[src/idls_pkg.sv]
`default_nettype none
package idls_pkg;

    // Register addresses in the device's byte-wide register space
    localparam logic [7:0] ADDR_DIV1_HIGH   = 8'h2b;
    localparam logic [7:0] ADDR_DIV1_MID    = 8'h2c;
    localparam logic [7:0] ADDR_DIV1_LOW    = 8'h2d;
    localparam logic [7:0] ADDR_DIV2_HIGH   = 8'h2e;
    localparam logic [7:0] ADDR_DIV2_MID    = 8'h2f;
    localparam logic [7:0] ADDR_DIV2_LOW    = 8'h30;
    localparam logic [7:0] ADDR_RATE_SELECT = 8'h37;
    localparam logic [7:0] ADDR_ACTIVE      = 8'h80;
    localparam logic [7:0] ADDR_LOSS_LIVE   = 8'h81;

    // Divider field layout: code is ratio minus one
    localparam int         DIV_W            = 19;
    localparam int         DIV_HIGH_W       = 3;
    localparam int         DIV_HIGH_LSB     = 16;
    localparam int         DIV_MID_LSB      = 8;
    localparam logic [2:0] DIV_HIGH_RST     = 3'h0;
    localparam logic [7:0] DIV_MID_RST      = 8'h00;
    localparam logic [7:0] DIV1_LOW_RST     = 8'h09;
    localparam logic [7:0] DIV2_LOW_RST     = 8'h00;

    // Rate select layout
    localparam int         RATE_W           = 3;
    localparam int         RATE2_LSB        = 3;
    localparam int         RATE1_LSB        = 0;
    localparam logic [2:0] RATE_MAX_LEGAL   = 3'h5;
    localparam logic [2:0] RATE_RST         = 3'h0;

    // Status bit positions
    localparam int         ACT1_BIT         = 0;
    localparam int         ACT2_BIT         = 1;
    localparam int         LOSS_REF_BIT     = 0;
    localparam int         LOSS_FIRST_BIT   = 1;
    localparam int         LOSS_SECOND_BIT  = 2;
    localparam logic [7:0] ACTIVE_RSVD_VAL  = 8'h20;
    localparam logic [7:0] READ_ZERO        = 8'h00;

    // Register port request from the serial interface engine
    typedef struct packed {
        logic       wr;
        logic       rd;
        logic [7:0] addr;
        logic [7:0] wdata;
    } idls_bus_req_s;

    // Whole state of the bank
    typedef struct packed {
        logic [DIV_W-1:0]  div1;
        logic [DIV_W-1:0]  div2;
        logic [DIV_W:0]    ratio1;
        logic [DIV_W:0]    ratio2;
        logic [RATE_W-1:0] rate1;
        logic [RATE_W-1:0] rate2;
        logic              act1;
        logic              act2;
        logic [2:0]        loss;
        logic [7:0]        rdata;
        logic              rvalid;
    } idls_state_s;

endpackage
`default_nettype wire

[src/idls_regs.sv]
`default_nettype none
module idls_regs
    import idls_pkg::*;
(
    // Clock and reset
    input  wire logic              ref_clk_i,
    input  wire logic              rst_b_i,
    // Register port
    input  wire idls_bus_req_s     bus_req_i,
    output logic [7:0]             rdata_o,
    output logic                   rvalid_o,
    // Live conditions from the clock path
    input  wire logic              first_input_selected_i,
    input  wire logic              second_input_selected_i,
    input  wire logic              first_input_loss_live_i,
    input  wire logic              second_input_loss_live_i,
    input  wire logic              reference_loss_live_i,
    // Configuration to the clock path
    output logic [DIV_W-1:0]       first_input_divider_o,
    output logic [DIV_W-1:0]       second_input_divider_o,
    output logic [DIV_W:0]         first_input_ratio_o,
    output logic [DIV_W:0]         second_input_ratio_o,
    output logic [RATE_W-1:0]      first_input_range_code_o,
    output logic [RATE_W-1:0]      second_input_range_code_o,
    // Status to the clock path and held-flag logic
    output logic                   first_input_active_o,
    output logic                   second_input_active_o,
    output logic [2:0]             loss_live_o
);

    idls_state_s state;
    idls_state_s next_state;

    // Ratio is one more than the stored code; widened so the top code fits
    function automatic logic [DIV_W:0] ratio_of(input logic [DIV_W-1:0] code);
        ratio_of = {1'b0, code} + {{DIV_W{1'b0}}, 1'b1};
    endfunction

    // Reserved range codes are never accepted
    function automatic logic [RATE_W-1:0] rate_upd(input logic [RATE_W-1:0] old_code,
                                                    input logic [RATE_W-1:0] new_code);
        rate_upd = (new_code <= RATE_MAX_LEGAL) ? new_code : old_code;
    endfunction

    // Next-state logic: writes, live status, read data
    always_comb
    begin
        next_state        = state;
        next_state.rvalid = 1'b0;
        if (bus_req_i.wr)
        begin
            unique case (bus_req_i.addr)
                ADDR_DIV1_HIGH:
                    next_state.div1[DIV_W-1:DIV_HIGH_LSB] = bus_req_i.wdata[DIV_HIGH_W-1:0];
                ADDR_DIV1_MID:
                    next_state.div1[DIV_HIGH_LSB-1:DIV_MID_LSB] = bus_req_i.wdata;
                ADDR_DIV1_LOW:
                    next_state.div1[DIV_MID_LSB-1:0] = bus_req_i.wdata;
                ADDR_DIV2_HIGH:
                    next_state.div2[DIV_W-1:DIV_HIGH_LSB] = bus_req_i.wdata[DIV_HIGH_W-1:0];
                ADDR_DIV2_MID:
                    next_state.div2[DIV_HIGH_LSB-1:DIV_MID_LSB] = bus_req_i.wdata;
                ADDR_DIV2_LOW:
                    next_state.div2[DIV_MID_LSB-1:0] = bus_req_i.wdata;
                ADDR_RATE_SELECT:
                begin
                    next_state.rate1 = rate_upd(state.rate1,
                        bus_req_i.wdata[RATE1_LSB +: RATE_W]);
                    next_state.rate2 = rate_upd(state.rate2,
                        bus_req_i.wdata[RATE2_LSB +: RATE_W]);
                end
                // Status registers and unmapped addresses take no write
                default:
                    next_state = next_state;
            endcase
        end
        // Ratios track the codes one cycle later, so for one cycle after a write a downstream divider sees the new code with the old ratio
        next_state.ratio1 = ratio_of(state.div1);
        next_state.ratio2 = ratio_of(state.div2);
        next_state.act1   = first_input_selected_i & ~first_input_loss_live_i;
        next_state.act2   = second_input_selected_i & ~second_input_loss_live_i;
        next_state.loss[LOSS_SECOND_BIT] = second_input_loss_live_i;
        next_state.loss[LOSS_FIRST_BIT]  = first_input_loss_live_i;
        next_state.loss[LOSS_REF_BIT]    = reference_loss_live_i;
        if (bus_req_i.rd)
        begin
            next_state.rvalid = 1'b1;
            next_state.rdata  = READ_ZERO;
            unique case (bus_req_i.addr)
                ADDR_DIV1_HIGH:
                    next_state.rdata[DIV_HIGH_W-1:0] = state.div1[DIV_W-1:DIV_HIGH_LSB];
                ADDR_DIV1_MID:
                    next_state.rdata = state.div1[DIV_HIGH_LSB-1:DIV_MID_LSB];
                ADDR_DIV1_LOW:
                    next_state.rdata = state.div1[DIV_MID_LSB-1:0];
                ADDR_DIV2_HIGH:
                    next_state.rdata[DIV_HIGH_W-1:0] = state.div2[DIV_W-1:DIV_HIGH_LSB];
                ADDR_DIV2_MID:
                    next_state.rdata = state.div2[DIV_HIGH_LSB-1:DIV_MID_LSB];
                ADDR_DIV2_LOW:
                    next_state.rdata = state.div2[DIV_MID_LSB-1:0];
                ADDR_RATE_SELECT:
                begin
                    next_state.rdata[RATE1_LSB +: RATE_W] = state.rate1;
                    next_state.rdata[RATE2_LSB +: RATE_W] = state.rate2;
                end
                ADDR_ACTIVE:
                begin
                    // Reserved bit pattern is fixed at its reset reading
                    next_state.rdata           = ACTIVE_RSVD_VAL;
                    next_state.rdata[ACT1_BIT] = state.act1;
                    next_state.rdata[ACT2_BIT] = state.act2;
                end
                ADDR_LOSS_LIVE:
                    next_state.rdata[2:0] = state.loss;
                default:
                    next_state.rdata = READ_ZERO;
            endcase
        end
    end

    // State register with synchronous reset
    always_ff @(posedge ref_clk_i)
    begin
        if (!rst_b_i)
        begin
            state.div1   <= {DIV_HIGH_RST, DIV_MID_RST, DIV1_LOW_RST};
            state.div2   <= {DIV_HIGH_RST, DIV_MID_RST, DIV2_LOW_RST};
            state.ratio1 <= ratio_of({DIV_HIGH_RST, DIV_MID_RST, DIV1_LOW_RST});
            state.ratio2 <= ratio_of({DIV_HIGH_RST, DIV_MID_RST, DIV2_LOW_RST});
            state.rate1  <= RATE_RST;
            state.rate2  <= RATE_RST;
            state.act1   <= 1'b0;
            state.act2   <= 1'b0;
            state.loss   <= 3'h0;
            state.rdata  <= READ_ZERO;
            state.rvalid <= 1'b0;
        end
        else
        begin
            state <= next_state;
        end
    end

    // Outputs straight from the state flops
    assign rdata_o                   = state.rdata;
    assign rvalid_o                  = state.rvalid;
    assign first_input_divider_o     = state.div1;
    assign second_input_divider_o    = state.div2;
    assign first_input_ratio_o       = state.ratio1;
    assign second_input_ratio_o      = state.ratio2;
    assign first_input_range_code_o  = state.rate1;
    assign second_input_range_code_o = state.rate2;
    assign first_input_active_o      = state.act1;
    assign second_input_active_o     = state.act2;
    assign loss_live_o               = state.loss;

    // Ratio follows the code it was derived from one cycle earlier
    property p_ratio_tracks;
        @(posedge ref_clk_i) disable iff (!rst_b_i)
        $past(rst_b_i) |-> first_input_ratio_o == ratio_of($past(first_input_divider_o));
    endproperty
    a_ratio_tracks: assert property (p_ratio_tracks)
        else $error("first ratio is not code plus one");

    property p_div2_mid_write;
        @(posedge ref_clk_i) disable iff (!rst_b_i)
        (bus_req_i.wr && bus_req_i.addr == ADDR_DIV2_MID)
        |=> second_input_divider_o[15:8] == $past(bus_req_i.wdata);
    endproperty
    a_div2_mid_write: assert property (p_div2_mid_write)
        else $error("second divider middle byte not stored");

    property p_div2_high_rsvd;
        @(posedge ref_clk_i) disable iff (!rst_b_i)
        (bus_req_i.rd && bus_req_i.addr == ADDR_DIV2_HIGH)
        |=> rvalid_o && rdata_o[7:3] == 5'h00
            && rdata_o[2:0] == $past(second_input_divider_o[18:16]);
    endproperty
    a_div2_high_rsvd: assert property (p_div2_high_rsvd)
        else $error("second divider high read wrong");

    property p_div1_high_write;
        @(posedge ref_clk_i) disable iff (!rst_b_i)
        (bus_req_i.wr && bus_req_i.addr == ADDR_DIV1_HIGH)
        |=> first_input_divider_o[18:16] == $past(bus_req_i.wdata[2:0]);
    endproperty
    a_div1_high_write: assert property (p_div1_high_write)
        else $error("first divider high bits not stored");

    property p_rate_reserved;
        @(posedge ref_clk_i) disable iff (!rst_b_i)
        (bus_req_i.wr && bus_req_i.addr == ADDR_RATE_SELECT && bus_req_i.wdata[2:0] > 3'h5)
        |=> $stable(first_input_range_code_o);
    endproperty
    a_rate_reserved: assert property (p_rate_reserved)
        else $error("reserved range code accepted");

    property p_act1;
        @(posedge ref_clk_i) disable iff (!rst_b_i)
        $past(rst_b_i) |-> first_input_active_o ==
            ($past(first_input_selected_i) && !$past(first_input_loss_live_i));
    endproperty
    a_act1: assert property (p_act1)
        else $error("first active indicator wrong");

    property p_act2;
        @(posedge ref_clk_i) disable iff (!rst_b_i)
        second_input_loss_live_i |=> !second_input_active_o;
    endproperty
    a_act2: assert property (p_act2)
        else $error("second input active during loss");

    property p_loss_read;
        @(posedge ref_clk_i) disable iff (!rst_b_i)
        (bus_req_i.rd && bus_req_i.addr == ADDR_LOSS_LIVE)
        |=> rdata_o == {5'h00, $past(loss_live_o)};
    endproperty
    a_loss_read: assert property (p_loss_read)
        else $error("loss status read wrong");

    property p_loss_first;
        @(posedge ref_clk_i) disable iff (!rst_b_i)
        $rose(first_input_loss_live_i) |=> loss_live_o[1]
            ##1 (loss_live_o[1] == $past(first_input_loss_live_i));
    endproperty
    a_loss_first: assert property (p_loss_first)
        else $error("first loss bit not following alarm");

    property p_loss_ref;
        @(posedge ref_clk_i) disable iff (!rst_b_i)
        $past(rst_b_i) |-> loss_live_o[0] == $past(reference_loss_live_i);
    endproperty
    a_loss_ref: assert property (p_loss_ref)
        else $error("reference loss bit not following alarm");

    property p_status_write_ignored;
        @(posedge ref_clk_i) disable iff (!rst_b_i)
        (bus_req_i.wr && (bus_req_i.addr == ADDR_LOSS_LIVE || bus_req_i.addr == ADDR_ACTIVE))
        |=> $stable(first_input_divider_o) && $stable(second_input_divider_o)
            && $stable(first_input_range_code_o) && $stable(second_input_range_code_o);
    endproperty
    a_status_write_ignored: assert property (p_status_write_ignored)
        else $error("status write changed configuration");

    // Second ratio must track its own code, not just the first one's
    property p_ratio2_tracks;
        @(posedge ref_clk_i) disable iff (!rst_b_i)
        $past(rst_b_i) |-> second_input_ratio_o == ratio_of($past(second_input_divider_o));
    endproperty
    a_ratio2_tracks: assert property (p_ratio2_tracks)
        else $error("second ratio is not code plus one");

    // Low byte of the second divider lands alone, no shadowing
    property p_div2_low_write;
        @(posedge ref_clk_i) disable iff (!rst_b_i)
        (bus_req_i.wr && bus_req_i.addr == ADDR_DIV2_LOW)
        |=> second_input_divider_o[DIV_MID_LSB-1:0] == $past(bus_req_i.wdata);
    endproperty
    a_div2_low_write: assert property (p_div2_low_write)
        else $error("second divider low byte not stored");

    // Low byte of the first divider lands alone as well, no shadowing
    property p_div1_low_write;
        @(posedge ref_clk_i) disable iff (!rst_b_i)
        (bus_req_i.wr && bus_req_i.addr == ADDR_DIV1_LOW)
        |=> first_input_divider_o[DIV_MID_LSB-1:0] == $past(bus_req_i.wdata);
    endproperty
    a_div1_low_write: assert property (p_div1_low_write)
        else $error("first divider low byte not stored");

    // A reserved code in the upper field leaves the second range alone
    property p_rate2_reserved;
        @(posedge ref_clk_i) disable iff (!rst_b_i)
        (bus_req_i.wr && bus_req_i.addr == ADDR_RATE_SELECT
            && bus_req_i.wdata[RATE2_LSB +: RATE_W] > RATE_MAX_LEGAL)
        |=> $stable(second_input_range_code_o);
    endproperty
    a_rate2_reserved: assert property (p_rate2_reserved)
        else $error("reserved second range code accepted");

    // Indicator read shows the fixed pattern with both active bits
    property p_active_read;
        @(posedge ref_clk_i) disable iff (!rst_b_i)
        (bus_req_i.rd && bus_req_i.addr == ADDR_ACTIVE)
        |=> rdata_o == (ACTIVE_RSVD_VAL
            | {6'h00, $past(second_input_active_o), $past(first_input_active_o)});
    endproperty
    a_active_read: assert property (p_active_read)
        else $error("active indicator read wrong");

    // Both directions, so a stuck-low indicator is caught too
    property p_act2_full;
        @(posedge ref_clk_i) disable iff (!rst_b_i)
        $past(rst_b_i) |-> second_input_active_o ==
            ($past(second_input_selected_i) && !$past(second_input_loss_live_i));
    endproperty
    a_act2_full: assert property (p_act2_full)
        else $error("second active indicator wrong");

    // Second input loss bit follows its alarm with one cycle of lag
    property p_loss_second;
        @(posedge ref_clk_i) disable iff (!rst_b_i)
        $past(rst_b_i) |-> loss_live_o[LOSS_SECOND_BIT] == $past(second_input_loss_live_i);
    endproperty
    a_loss_second: assert property (p_loss_second)
        else $error("second loss bit not following alarm");

endmodule
`default_nettype wire

[config.mk]
export PLATFORM = sky130hd
export DESIGN_NAME = idls_regs
export DESIGN_NICKNAME = d
export VERILOG_FILES = /design/src/idls_pkg.sv /design/src/idls_regs.sv
export SDC_FILE = /design/constraint.sdc
export NUM_CORES = 1
export LEC_CHECK = 0
export ABC_CLOCK_PERIOD_IN_PS = 4600
export BUFFER_PORTS_ARGS = -buffer_cell sky130_fd_sc_hd__buf_2
export CELL_PAD_IN_SITES_DETAIL_PLACEMENT = 1
export CELL_PAD_IN_SITES_GLOBAL_PLACEMENT = 1
export CORE_MARGIN = 3
export CORE_UTILIZATION = 24
export DETAILED_ROUTE_END_ITERATION = 10
export PLACE_DENSITY = 0.54
export SYNTH_ARGS = -nofsm -noshare
export SYNTH_HDL_FRONTEND = slang
export SYNTH_SLANG_ARGS = --single-unit
[constraint.sdc]
create_clock -name ref_clk_i -period 4.6 [get_ports ref_clk_i]
set_input_delay 0.23 -clock ref_clk_i [delete_from_list [all_inputs] [get_ports ref_clk_i]]
set_output_delay 0.23 -clock ref_clk_i [all_outputs]
set_load 0.03 [all_outputs]
* After elaboration in Yosys (flattened, before gate mapping)
Index checks and enable logic that the tools add are counted.
** Word-level totals
- Register bits after elaboration :: 98
- Input bits :: 25
- Output and inout port bits :: 98
- Word-level logic and storage cells :: 44
- Latch bits :: 0
- Bits in writable memories :: 0
- Memory bits (read-only) :: 0
- Memories kept :: 0
** Cells by class
- Bitwise gates (word level) :: 4
- Mux-type cells :: 4
- Equality and inequality tests :: 9
- $lt $le $gt $ge :: 2
- $add $sub $neg :: 2
- Shift-type cells :: 0
- Reduce and logical (&&, ||, !) cells :: 8
- $mul :: 0
- Divide/modulo/power cells :: 0
** Operator list (number)
- == test 8 x 6 -> 1 bit (second input constant) :: 7
- adder 19 x 1 -> 20 bit (second input constant) :: 2
- one-hot mux 3 bit (9 select lines) :: 1
- one-hot mux 3 bit (6 select lines) :: 1
- == test 8 bit (second input constant) :: 2
- AND reduction 2 bit :: 6
- two-way mux 9 bit :: 1
- one-hot mux 2 bit (4 select lines) :: 1
- <= comparator 3 bit (second input constant) :: 2
- AND reduction 3 bit :: 2
- AND 1 bit :: 2
- NOT 1 bit :: 2

* Depth between registers and ports, before layout
Gate-level depths: netlist (run 1).
- Depth after elaboration :: 3
- Mapped depth :: 7
- Mapped depth without buffers :: 5

* Worst setup path before layout (run 1)
OpenSTA, ideal clock, no wires.
- Kind :: register -> register
- From :: register state, in the netlist first_input_divider_o[5]
- To :: register state, in the netlist first_input_ratio_o[16]
- Stages on the path, launching flop included :: 6
- Arrival :: 1.663 ns
- Required time :: 4.472 ns
- Buffers on the path :: 0
- Slack :: 2.810 ns
- Library setup time :: 0.128 ns
- Period minus slack after synthesis :: 1.790 ns
- Cell sequence :: dfxtp_1 > and4_1 > nand4_1 > nor4_1 > xnor2_1 > nor2_1
** On the way
- Word-level cells in the longest chain between the ends :: 1
** RTL lines
- from (decl) :: RTL line idls_regs.sv:31 : idls_state_s state;
- from (signal assigned) :: RTL line idls_regs.sv:141 : state <= next_state;
- adder 19 x 1 -> 20 bit :: RTL line idls_regs.sv:36 : ratio_of = {1'b0, code} + {{DIV_W{1'b0}}, 1'b1};
No other way between the ends.
A chain may end at the register's enable or synchronous reset.

* Worst setup path after layout (run 1)
- From :: input port bus_req_i[8] in the netlist's numbering
- To :: register state, in the netlist second_input_divider_o[4]
** On the way
- Word-level cells in the longest chain between the ends :: 2
** RTL lines
- from (decl) :: RTL line idls_regs.sv:9 : input wire idls_bus_req_s bus_req_i,
- == test 8 x 6 -> 1 bit :: RTL line idls_regs.sv:52 : unique case (bus_req_i.addr)
- AND reduction 2 bit (no source line)
No other way between the ends.

==> results.ini, run 1 <==
[setup_path]
critPathKind = primary input to flip-flop
start_kind = primary input
path_max_fanout = 18
arrival_ps = 2280
required_ps = 4810
setup.worst_path.end_class = flip-flop

[timing]
clock_skew_ps = 5.795
slew_viol_final = 0
period_needed_ps = 2074
setup_viol = 0
relSlewSlack = 0.4925
grt_setup_unrepaired = no
finalHoldViolCount = 0
finalCritPeriodShare = 0.4508
worstMarginPinSlew_ps = 758.4
clock.fmax_ghz = 0.4822
fin_setup_tns_ps = 0

[grt]
grt.busiest_layer = met2
grt_pass1_vias = 3948
grt_pass1_wl_microns = 22910
grt_util_met3 = 0.03883
antenna_found_initial = 0
met1_usage = 0.2016
grt-ovfl-total = 0
grt_use_total = 0.1497
met2_usage = 0.2425
grt_max_degree = 60

[finish]
fill_cells = 2033
layout-area-overhead-vs-synth_pct = 24.31
fin_nets = 609
drive_above_1_share = 0.2642
num_antenna_cells = 0
stdcell_area_sq_mm = 0.005318

[drt]
vias_per_cell = 4.713
wl_per_cell_microns = 18.08
drt_iter0_drc = 116
first_pass_iters = 4
ant_nets = 0
wirelength_microns = 14610
drc = 0
routed-via-count = 3808

[logic_synthesis]
synth_cell_types = 48
synth_ff_type = dfxtp_1
synth_area_leaders = dfxtp_1 (46%), mux2i_1 (8.7%), nor2_1 (6.5%)
synth.avg_cell_area_sq_um = 9.063
yosysTopAreaCell = dfxtp_1
syn_nets = 499
synth-edff-count = 0
yosysSeqAreaShare = 0.4586
yosysTopAreaCellShare = 0.4586
synth_area_sq_mm = 0.004278
synthArstFlopShare = 0
yosysWarnings = 0
synth-seq-cells = 98
synthCells = 472

[clock_tree]
cts_root_buffer = clkbuf_16
clock-sinks = 98
ctsHoldBuffers = 0
cts_setup_buffers = 0
clk_latency_ps = 350
cts_buffer_depth = 2
h-tree-depth = 3
cts_buffers = 9
cts_resized = 0
cts_tree = built
clk_pin_slew_ps = 60

[die]
die_y_microns = 139.5
core_sq_mm = 0.01736
row_count = 48
ioPinCount = 123
die_x_microns = 139.5
die_area_sq_mm = 0.01946
initial_utilization = 0.2465

[placement]
finalWeightedCongestion = 0.7823
port_buffers = 122
place_area_sq_mm = 0.005070
hpwlAfterDp_microns = 11020

[pwr]
p_per_area_mw_per_mm2 = 304.8
vdd_drop_max_mv = 0.1668
p_leak_uw = 0.002115
finalPower_uw = 1621

[run]
drv_cap = 0

[hold_path]
min_path_type = primary input to flip-flop

[status]
status = completed

worst paths after layout:
check	from	to	slack (ps)	depth (start not counted)
max reg2reg	first_input_divider_o[5]$_SDFFE_PN0P_	first_input_ratio_o[18]$_SDFF_PN0_	2670	5
min reg2reg	rdata_o[6]$_SDFFE_PN0P_	rdata_o[6]$_SDFFE_PN0P_	480	2
max	bus_req_i[8]	second_input_divider_o[4]$_SDFFE_PN0P_	2530	6
min	second_input_loss_live_i	second_input_active_o$_SDFF_PN0_	50	2
placed cells by master (no fill, tap or decap), types with 13 or more instances in the layout:
master / instances
buf_2: 122
dfxtp_1: 98
nor2_1: 74
nand2_1: 38
mux2i_1: 37
nand3_1: 23
a21oi_1: 20
nor3_1: 16
xnor2_1: 15
o21ai_0: 15
xor2_1: 13
critical path: stages:
cell and delay (ps):
buf_2 250, or4_4 610, nor2_1 600, nand2_1 350
nand2_1 150, a21oi_1 70
logic make-up after synthesis:
logic type	synth area share
mux	0.09447
compound gates	0.1027
flops	0.4586
simple gates	0.2480
xor+xnor	0.05733
fa+ha+maj	0.005849
buf+inv	0.03305
final cells by class:
cell class / instances / area [sq um] / share of cell area
Clock inverter: 1 / 5.005 / 0.0009412
Sequential cell: 98 / 1962 / 0.3689
Multi-Input combinational cell: 341 / 2175 / 0.4089
Tap cell: 225 / 281.5 / 0.05294
Clock buffer: 11 / 242.7 / 0.04565
Inverter: 9 / 33.78 / 0.006353
Timing Repair Buffer: 123 / 618.1 / 0.1162
synth_stat cells (all sizes together) (2+ instances only):
cell    count
o221a       3
a32oi       2
o21ai      15
or3         6
and4        4
a22oi       9
o22ai       2
nor4b       2
a21boi      2
nand2      38
and3        9
ha          2
mux2i      37
a221oi      6
a22o        2
clkbuf     16
xnor2      15
nor3       18
nand4       8
buf         8
inv         9
nor2b       3
mux2        3
and2        9
dfxtp      98
xor2       13
nor4        4
nand3      23
nor2       74
nor3b       5
a21oi      20
routing by layer:
layer | wire [microns] | share of wire | vias to the layer above
met3 | 691 | 0.047 | 8
li1 | - | - | 1868
met4 | 123 | 0.0084 | 0
met5 | 0 | 0 | -
met2 | 6703 | 0.46 | 86
met1 | 7089 | 0.49 | 1846
through the flow:
| stage | cells | utilization | setup slack [ps] | hold WS [ps] |
|---|---|---|---|---|
| 2_1_floorplan | 472 | - | 2810 | 303.0 |
| 3_3_place_gp | 796 | 0.2921 | 2302 | 403.3 |
| 3_5_place_dp | 796 | 0.2921 | 2204 | 410.9 |
| 4_1_cts | 808 | 0.3064 | 2569 | 34.55 |
| 5_1_grt | 808 | 0.3064 | 2359 | 36.33 |
| 6_report | 808 | 0.3064 | 2526 | 51.24 |
state kept, by name, indices dropped and copies added (netlist names):
register                   flops
first_input_ratio_o           20
second_input_ratio_o          20
first_input_divider_o         19
second_input_divider_o        19
rdata_o                        8
first_input_range_code_o       3
loss_live_o                    3
second_input_range_code_o      3
first_input_active_o           1
rvalid_o                       1
second_input_active_o          1
power breakdown:
group,leakage [uW],total (uW),internal (uW),switching (uW)
Combinational,0.00120,85.5,21.7,63.8
Clock,0.000123,680,369,311
Sequential,0.000791,855,852,3.07
Total,0.00212,1620,1240,378
(Power assumes the default switching activity.)
==> inputs of run 2 (changes only) <==
--- a/config.mk
+++ b/config.mk
@@ -5,14 +5,14 @@
 export SDC_FILE = /design/constraint.sdc
 export NUM_CORES = 1
 export LEC_CHECK = 0
-export ABC_CLOCK_PERIOD_IN_PS = 4600
+export ABC_CLOCK_PERIOD_IN_PS = 1890
 export BUFFER_PORTS_ARGS = -buffer_cell sky130_fd_sc_hd__buf_2
 export CELL_PAD_IN_SITES_DETAIL_PLACEMENT = 1
 export CELL_PAD_IN_SITES_GLOBAL_PLACEMENT = 1
 export CORE_MARGIN = 3
 export CORE_UTILIZATION = 24
 export DETAILED_ROUTE_END_ITERATION = 10
-export PLACE_DENSITY = 0.54
+export PLACE_DENSITY = 0.56
 export SYNTH_ARGS = -nofsm -noshare
 export SYNTH_HDL_FRONTEND = slang
 export SYNTH_SLANG_ARGS = --single-unit
==> constraint.sdc (replaced) <==
create_clock -name ref_clk_i -period 1.89 [get_ports ref_clk_i]
set_input_delay 0.0945 -clock ref_clk_i [delete_from_list [all_inputs] [get_ports ref_clk_i]]
set_output_delay 0.0945 -clock ref_clk_i [all_outputs]
set_load 0.03 [all_outputs]
==> run 2 against run 1 <==
Sequential power up 140%. Utilization up 2.0 points. Largest power group unchanged. Die area unchanged.
==> results.ini, run 2 (synthesis gave the netlist of run 1 again) <==
[grt]
grt_pass1_vias = 4180
grt_pass1_wl_microns = 24140
grt_max_degree = 62
grt_use_total = 0.1576
grt-ovfl-total = 0
antenna_found_initial = 0

[die]
die_area_sq_mm = 0.01946
initial_utilization = 0.2465
die_x_microns = 139.5
core_sq_mm = 0.01736
die_y_microns = 139.5
ioPinCount = 123
row_count = 48

[timing]
fin_setup_tns_ps = 0
finalCritPeriodShare = 0.9243
hold_slack_ps = 64.83
clock.fmax_ghz = 0.5724
period_needed_ps = 1747
slew_viol_final = 0
setup_viol = 0
relSlewSlack = 0.6761
worstMarginPinSlew_ps = 483.7
clock_skew_ps = 9.682
finalHoldViolCount = 0
grt_setup_unrepaired = no

[clock_tree]
clock-sinks = 98
cts_tree = built
cts_buffers = 9
h-tree-depth = 3
cts_root_buffer = clkbuf_16
clk_pin_slew_ps = 70
clk_latency_ps = 350
cts_buffer_depth = 2

[finish]
num_antenna_cells = 0
final_core_util = 0.3268
layout_common_cells = buf_2 (122), dfxtp_1 (98), nor2_1 (74), nand2_1 (38), mux2i_1 (37)
layout-area-overhead-vs-synth_pct = 32.61
drive_above_1_share = 0.3088
fill_cells = 2052
fin_nets = 648
final_common_cell = buf_2

[placement]
port_buffers = 122
hpwlAfterDp_microns = 11530
finalWeightedCongestion = 0.8667

[pwr]
p_leak_uw = 0.002335
p_per_area_mw_per_mm2 = 718.0
clkPwrFrac = 0.432
pwr-share-seq = 0.511
combinationalPowerShare = 0.057
swShare = 0.2376
vdd_drop_max_mv = 0.3843
p_int_uw = 3105
power.net_switching_uw = 967.9

[drt]
highest_layer = met4
wl_met2_microns = 6924
drc = 0
drt-met1-wl_microns = 7213
ant_nets = 0
routed-via-count = 3947
wl_met3_microns = 651
first_pass_iters = 4
wl_per_cell_microns = 17.71
vias_per_cell = 4.644
drt_iter0_drc = 203
wirelength_microns = 15060

[hold_path]
min_path_type = primary input to flip-flop

[setup_path]
arrival_ps = 1980
start_kind = flip-flop
critPathKind = flip-flop to flip-flop
path_max_fanout = 8
setup.worst_path.end_class = flip-flop
required_ps = 2120

[status]
status = completed

[run]
drv_cap = 0

-- run 2: final timing paths --
check	from	endpoint	slack [ps]	cells after the start
worst max-delay path	first_input_divider_o[6]$_SDFFE_PN0P_	first_input_ratio_o[18]$_SDFF_PN0_	140	5
worst min-delay path	bus_req_i[6]	second_input_divider_o[6]$_SDFFE_PN0P_	60	3
worst max register to register	first_input_divider_o[6]$_SDFFE_PN0P_	first_input_ratio_o[18]$_SDFF_PN0_	140	5
worst min register to register	rdata_o[2]$_SDFFE_PN0P_	rdata_o[2]$_SDFFE_PN0P_	500	2
-- run 2: layer usage --
layer  GRT usage  vias to the layer above
met3     0.03333                       17
li1            -                     1943
met5           0                        -
met4     0.04789                        0
met2      0.2527                       95
met1      0.2135                     1892
-- run 2: layout make-up --
class	count	area (sq um)	area share
multi-input cells	341	2181	0.3844
flip-flops and latches	98	1962	0.3458
repair buffers	162	935.9	0.1650
well taps	225	281.5	0.04963
clock buffers	11	252.7	0.04455
inverters	9	33.78	0.005955
clock inverters	4	26.28	0.004632
-- run 2: timing repair --
| action | 4_1_cts | 5_1_grt |
|---|---|---|
| hold buffers | 5 | 0 |
| hold endpoints to repair | 5 | 0 |
| endpoints found under the setup margin | 0 | 2 |
| buffers inserted | 0 | 2 |
| resized for setup | 0 | 1 |
-- run 2: power by group through the flow --
stage	Clock, uW	Combinational (uW)	Sequential, uW
after global routing	1910	256	2080
after detailed placement	0	229	2130
final	1760	234	2080
after CTS	1820	236	2080
after global placement	0	225	2130
after floorplan	0	99.5	2150
-- run 2: worst max-delay path, cell delays in order, from the launching register on --
cell	delay, ps
dfxtp_1	340
and4_1	240
nand4_1	360
nor4_1	450
xnor2_1	180
nor2_1	50
-- run 2: stage by stage --
step | std cells | power [uW] | instance area (sq um) | setup WS (ps)
floorplan | 472 | 2246 | 4278 | 99.62
global placement | 828 | 2354 | 5323 | 205.8
detailed placement | 828 | 2357 | 5323 | 167.8
CTS | 848 | 4139 | 5652 | 151.3
global route | 850 | 4243 | 5673 | 43.65
finish | 850 | 4073 | 5673 | 143.1
==> inputs of run 3 (changes only) <==
--- a/config.mk
+++ b/config.mk
@@ -13,6 +13,7 @@
 export CORE_UTILIZATION = 24
 export DETAILED_ROUTE_END_ITERATION = 10
 export PLACE_DENSITY = 0.56
+export REMOVE_ABC_BUFFERS = 1
 export SYNTH_ARGS = -nofsm -noshare
 export SYNTH_HDL_FRONTEND = slang
 export SYNTH_SLANG_ARGS = --single-unit
==> run 3 against run 2 <==
Wire length is 0.74% lower. Clock power is 9% higher. Sequential share of layout area hardly changed. Largest power group unchanged. Global-route usage is 0.43 points lower. Fmax is 4.5% higher. Die area stayed put. Largest cell class unchanged. Via count is 0.38% higher. Register-to-register slack better by 80 ps.
==> results.ini, run 3 (synthesis gave the netlist of run 1 again) <==
[status]
status = completed

[pwr]
combinationalPowerShare = 0.055
swShare = 0.2317
clkPwrFrac = 0.452
p_leak_uw = 0.002337
vdd_drop_max_mv = 0.4548
power.net_switching_uw = 977.7
pwr-share-seq = 0.493
p_per_area_mw_per_mm2 = 743.6
p_int_uw = 3241

[timing]
slew_viol_final = 0
finalHoldViolCount = 0
setup_viol = 0
relSlewSlack = 0.7230
fin_setup_tns_ps = 0
clock.fmax_ghz = 0.5984
period_needed_ps = 1671
hold_slack_ps = 51.62
clock_skew_ps = 7.261
grt_setup_unrepaired = no
worstMarginPinSlew_ps = 413.7
finalCritPeriodShare = 0.8842

[grt]
grt_pass1_wl_microns = 23450
grt_use_total = 0.1533
grt_pass1_vias = 4077
grt-ovfl-total = 0
antenna_found_initial = 0
grt_max_degree = 32

[finish]
num_antenna_cells = 0
layout_common_cells = buf_2 (122), dfxtp_1 (98), nor2_1 (74), nand2_1 (38), mux2i_1 (37)
drive_above_1_share = 0.3056
final_common_cell = buf_2
layout-area-overhead-vs-synth_pct = 32.64
fin_nets = 647

[setup_path]
start_kind = flip-flop
critPathBufInv = 0
setup.worst_path.end_class = flip-flop
r2r_end = first_input_ratio_o[17]$_SDFF_PN0_
arrival_ps = 1900
reg2reg_from = first_input_divider_o[3]$_SDFFE_PN1P_
required_ps = 2120
max_stage_delay_ps = 460
ff2ff_path_depth = 5
crit_family = simple AND/OR/NAND/NOR gates
ff2ff_setup_slack_ps = 220
path_max_fanout = 9
crit_chain = and3_1, nand3_1, nor4_1, xnor2_1, nor2_1
cpMaxStageDelayCell = dfxtp_1
critPathKind = flip-flop to flip-flop

[drt]
wl_met3_microns = 540
ant_nets = 0
wirelength_microns = 14950
wl_per_cell_microns = 17.58
highest_layer = met4
drt-met1-wl_microns = 7147
first_pass_iters = 4
drc = 0
wl_met2_microns = 7051
routed-via-count = 3962
drt_iter0_drc = 152
vias_per_cell = 4.661

[clock_tree]
cts_setup_buffers = 0
cts_buffer_depth = 2
cts_buffers = 9
cts_resized = 0
clk_pin_slew_ps = 70
ctsHoldBuffers = 5
cts_tree = built
clk_latency_ps = 350
cts_root_buffer = clkbuf_16
h-tree-depth = 3
clock-sinks = 98

[run]
drv_cap = 0

[hold_path]
min_path_type = primary input to flip-flop
min_from = rst_b_i
holdPathStages = 3
min_to = rvalid_o$_SDFF_PN0_

[die]
row_count = 48
die_y_microns = 139.5
die_x_microns = 139.5
initial_utilization = 0.2465
core_sq_mm = 0.01736
ioPinCount = 123
die_area_sq_mm = 0.01946

[placement]
port_buffers = 122
hpwlAfterDp_microns = 11550
finalWeightedCongestion = 0.7737

## run 3: cell types whose count changed in the layout (fill, tap and decap cells not counted)
| cell | change |
|---|---|
| bufinv_16 | +1 |
| inv_6 | -1 |
| buf_12 | -1 |
| clkinvlp_4 | +1 |
| clkbuf_1 | +1 |
| clkinv_2 | -1 |
| nor4_1 | +1 |
| nor4_2 | -1 |
## run 3: power groups by stage
| stage | clock [uW] | sequential, uW | combinational (uW) |
|---|---|---|---|
| 5_1_grt | 2040 | 2080 | 251 |
| 3_3_place_gp | 0 | 2130 | 222 |
| 4_1_cts | 1970 | 2080 | 233 |
| 3_5_place_dp | 0 | 2130 | 226 |
| 2_1_floorplan | 0 | 2150 | 66.8 |
| 6_report | 1910 | 2080 | 231 |
## run 3: per-layer routing
layer,track usage,up-vias
met2,0.2466,80
li1,-,1950
met1,0.2090,1921
met5,0,-
met4,0.05098,0
met3,0.02612,11
## run 3: worst max-delay path by stage
stage	end	depth (start not counted)	startpoint	slack, ps
2_1_floorplan	first_input_ratio_o[16]$_SDFF_PN0_	5	first_input_divider_o[5]$_SDFFE_PN0P_	40
4_1_cts	first_input_ratio_o[15]$_SDFF_PN0_	5	first_input_divider_o[3]$_SDFFE_PN1P_	210
5_1_grt	first_input_ratio_o[18]$_SDFF_PN0_	5	first_input_divider_o[6]$_SDFFE_PN0P_	50
3_3_place_gp	rdata_o[2]$_SDFFE_PN0P_	6	bus_req_i[8]	190
3_5_place_dp	rdata_o[2]$_SDFFE_PN0P_	6	bus_req_i[8]	100
6_report	first_input_ratio_o[17]$_SDFF_PN0_	5	first_input_divider_o[3]$_SDFFE_PN1P_	220
## run 3: worst reg2reg max path, delay by kind of cell (launching register included)
family                    cells  cell delay [ps]
DFF                           1              460
xor gates and xnor gates      1              160
and+or+nand+nor               4              940
## run 3: through the flow
stage | worst slack (ps) | utilization | power [uW] | std cells | area (sq um)
2_1_floorplan | 42.81 | - | 2213 | 448 | 4170
3_3_place_gp | 188.7 | 0.3064 | 2351 | 829 | 5318
3_5_place_dp | 102.7 | 0.3064 | 2355 | 829 | 5318
4_1_cts | 206.9 | 0.3269 | 4282 | 850 | 5674
5_1_grt | 47.16 | 0.3269 | 4371 | 850 | 5674
6_report | 218.8 | 0.3269 | 4219 | 850 | 5674
## run 3: cell type report
type	count	area, sq um
Inverter	9	33.78
Clock buffer	12	256.5
Sequential cell	98	1962
Clock inverter	4	50.05
Fill cell	2054	11680
Multi-Input combinational cell	341	2175
Timing Repair Buffer	161	915.9
Tap cell	225	281.5
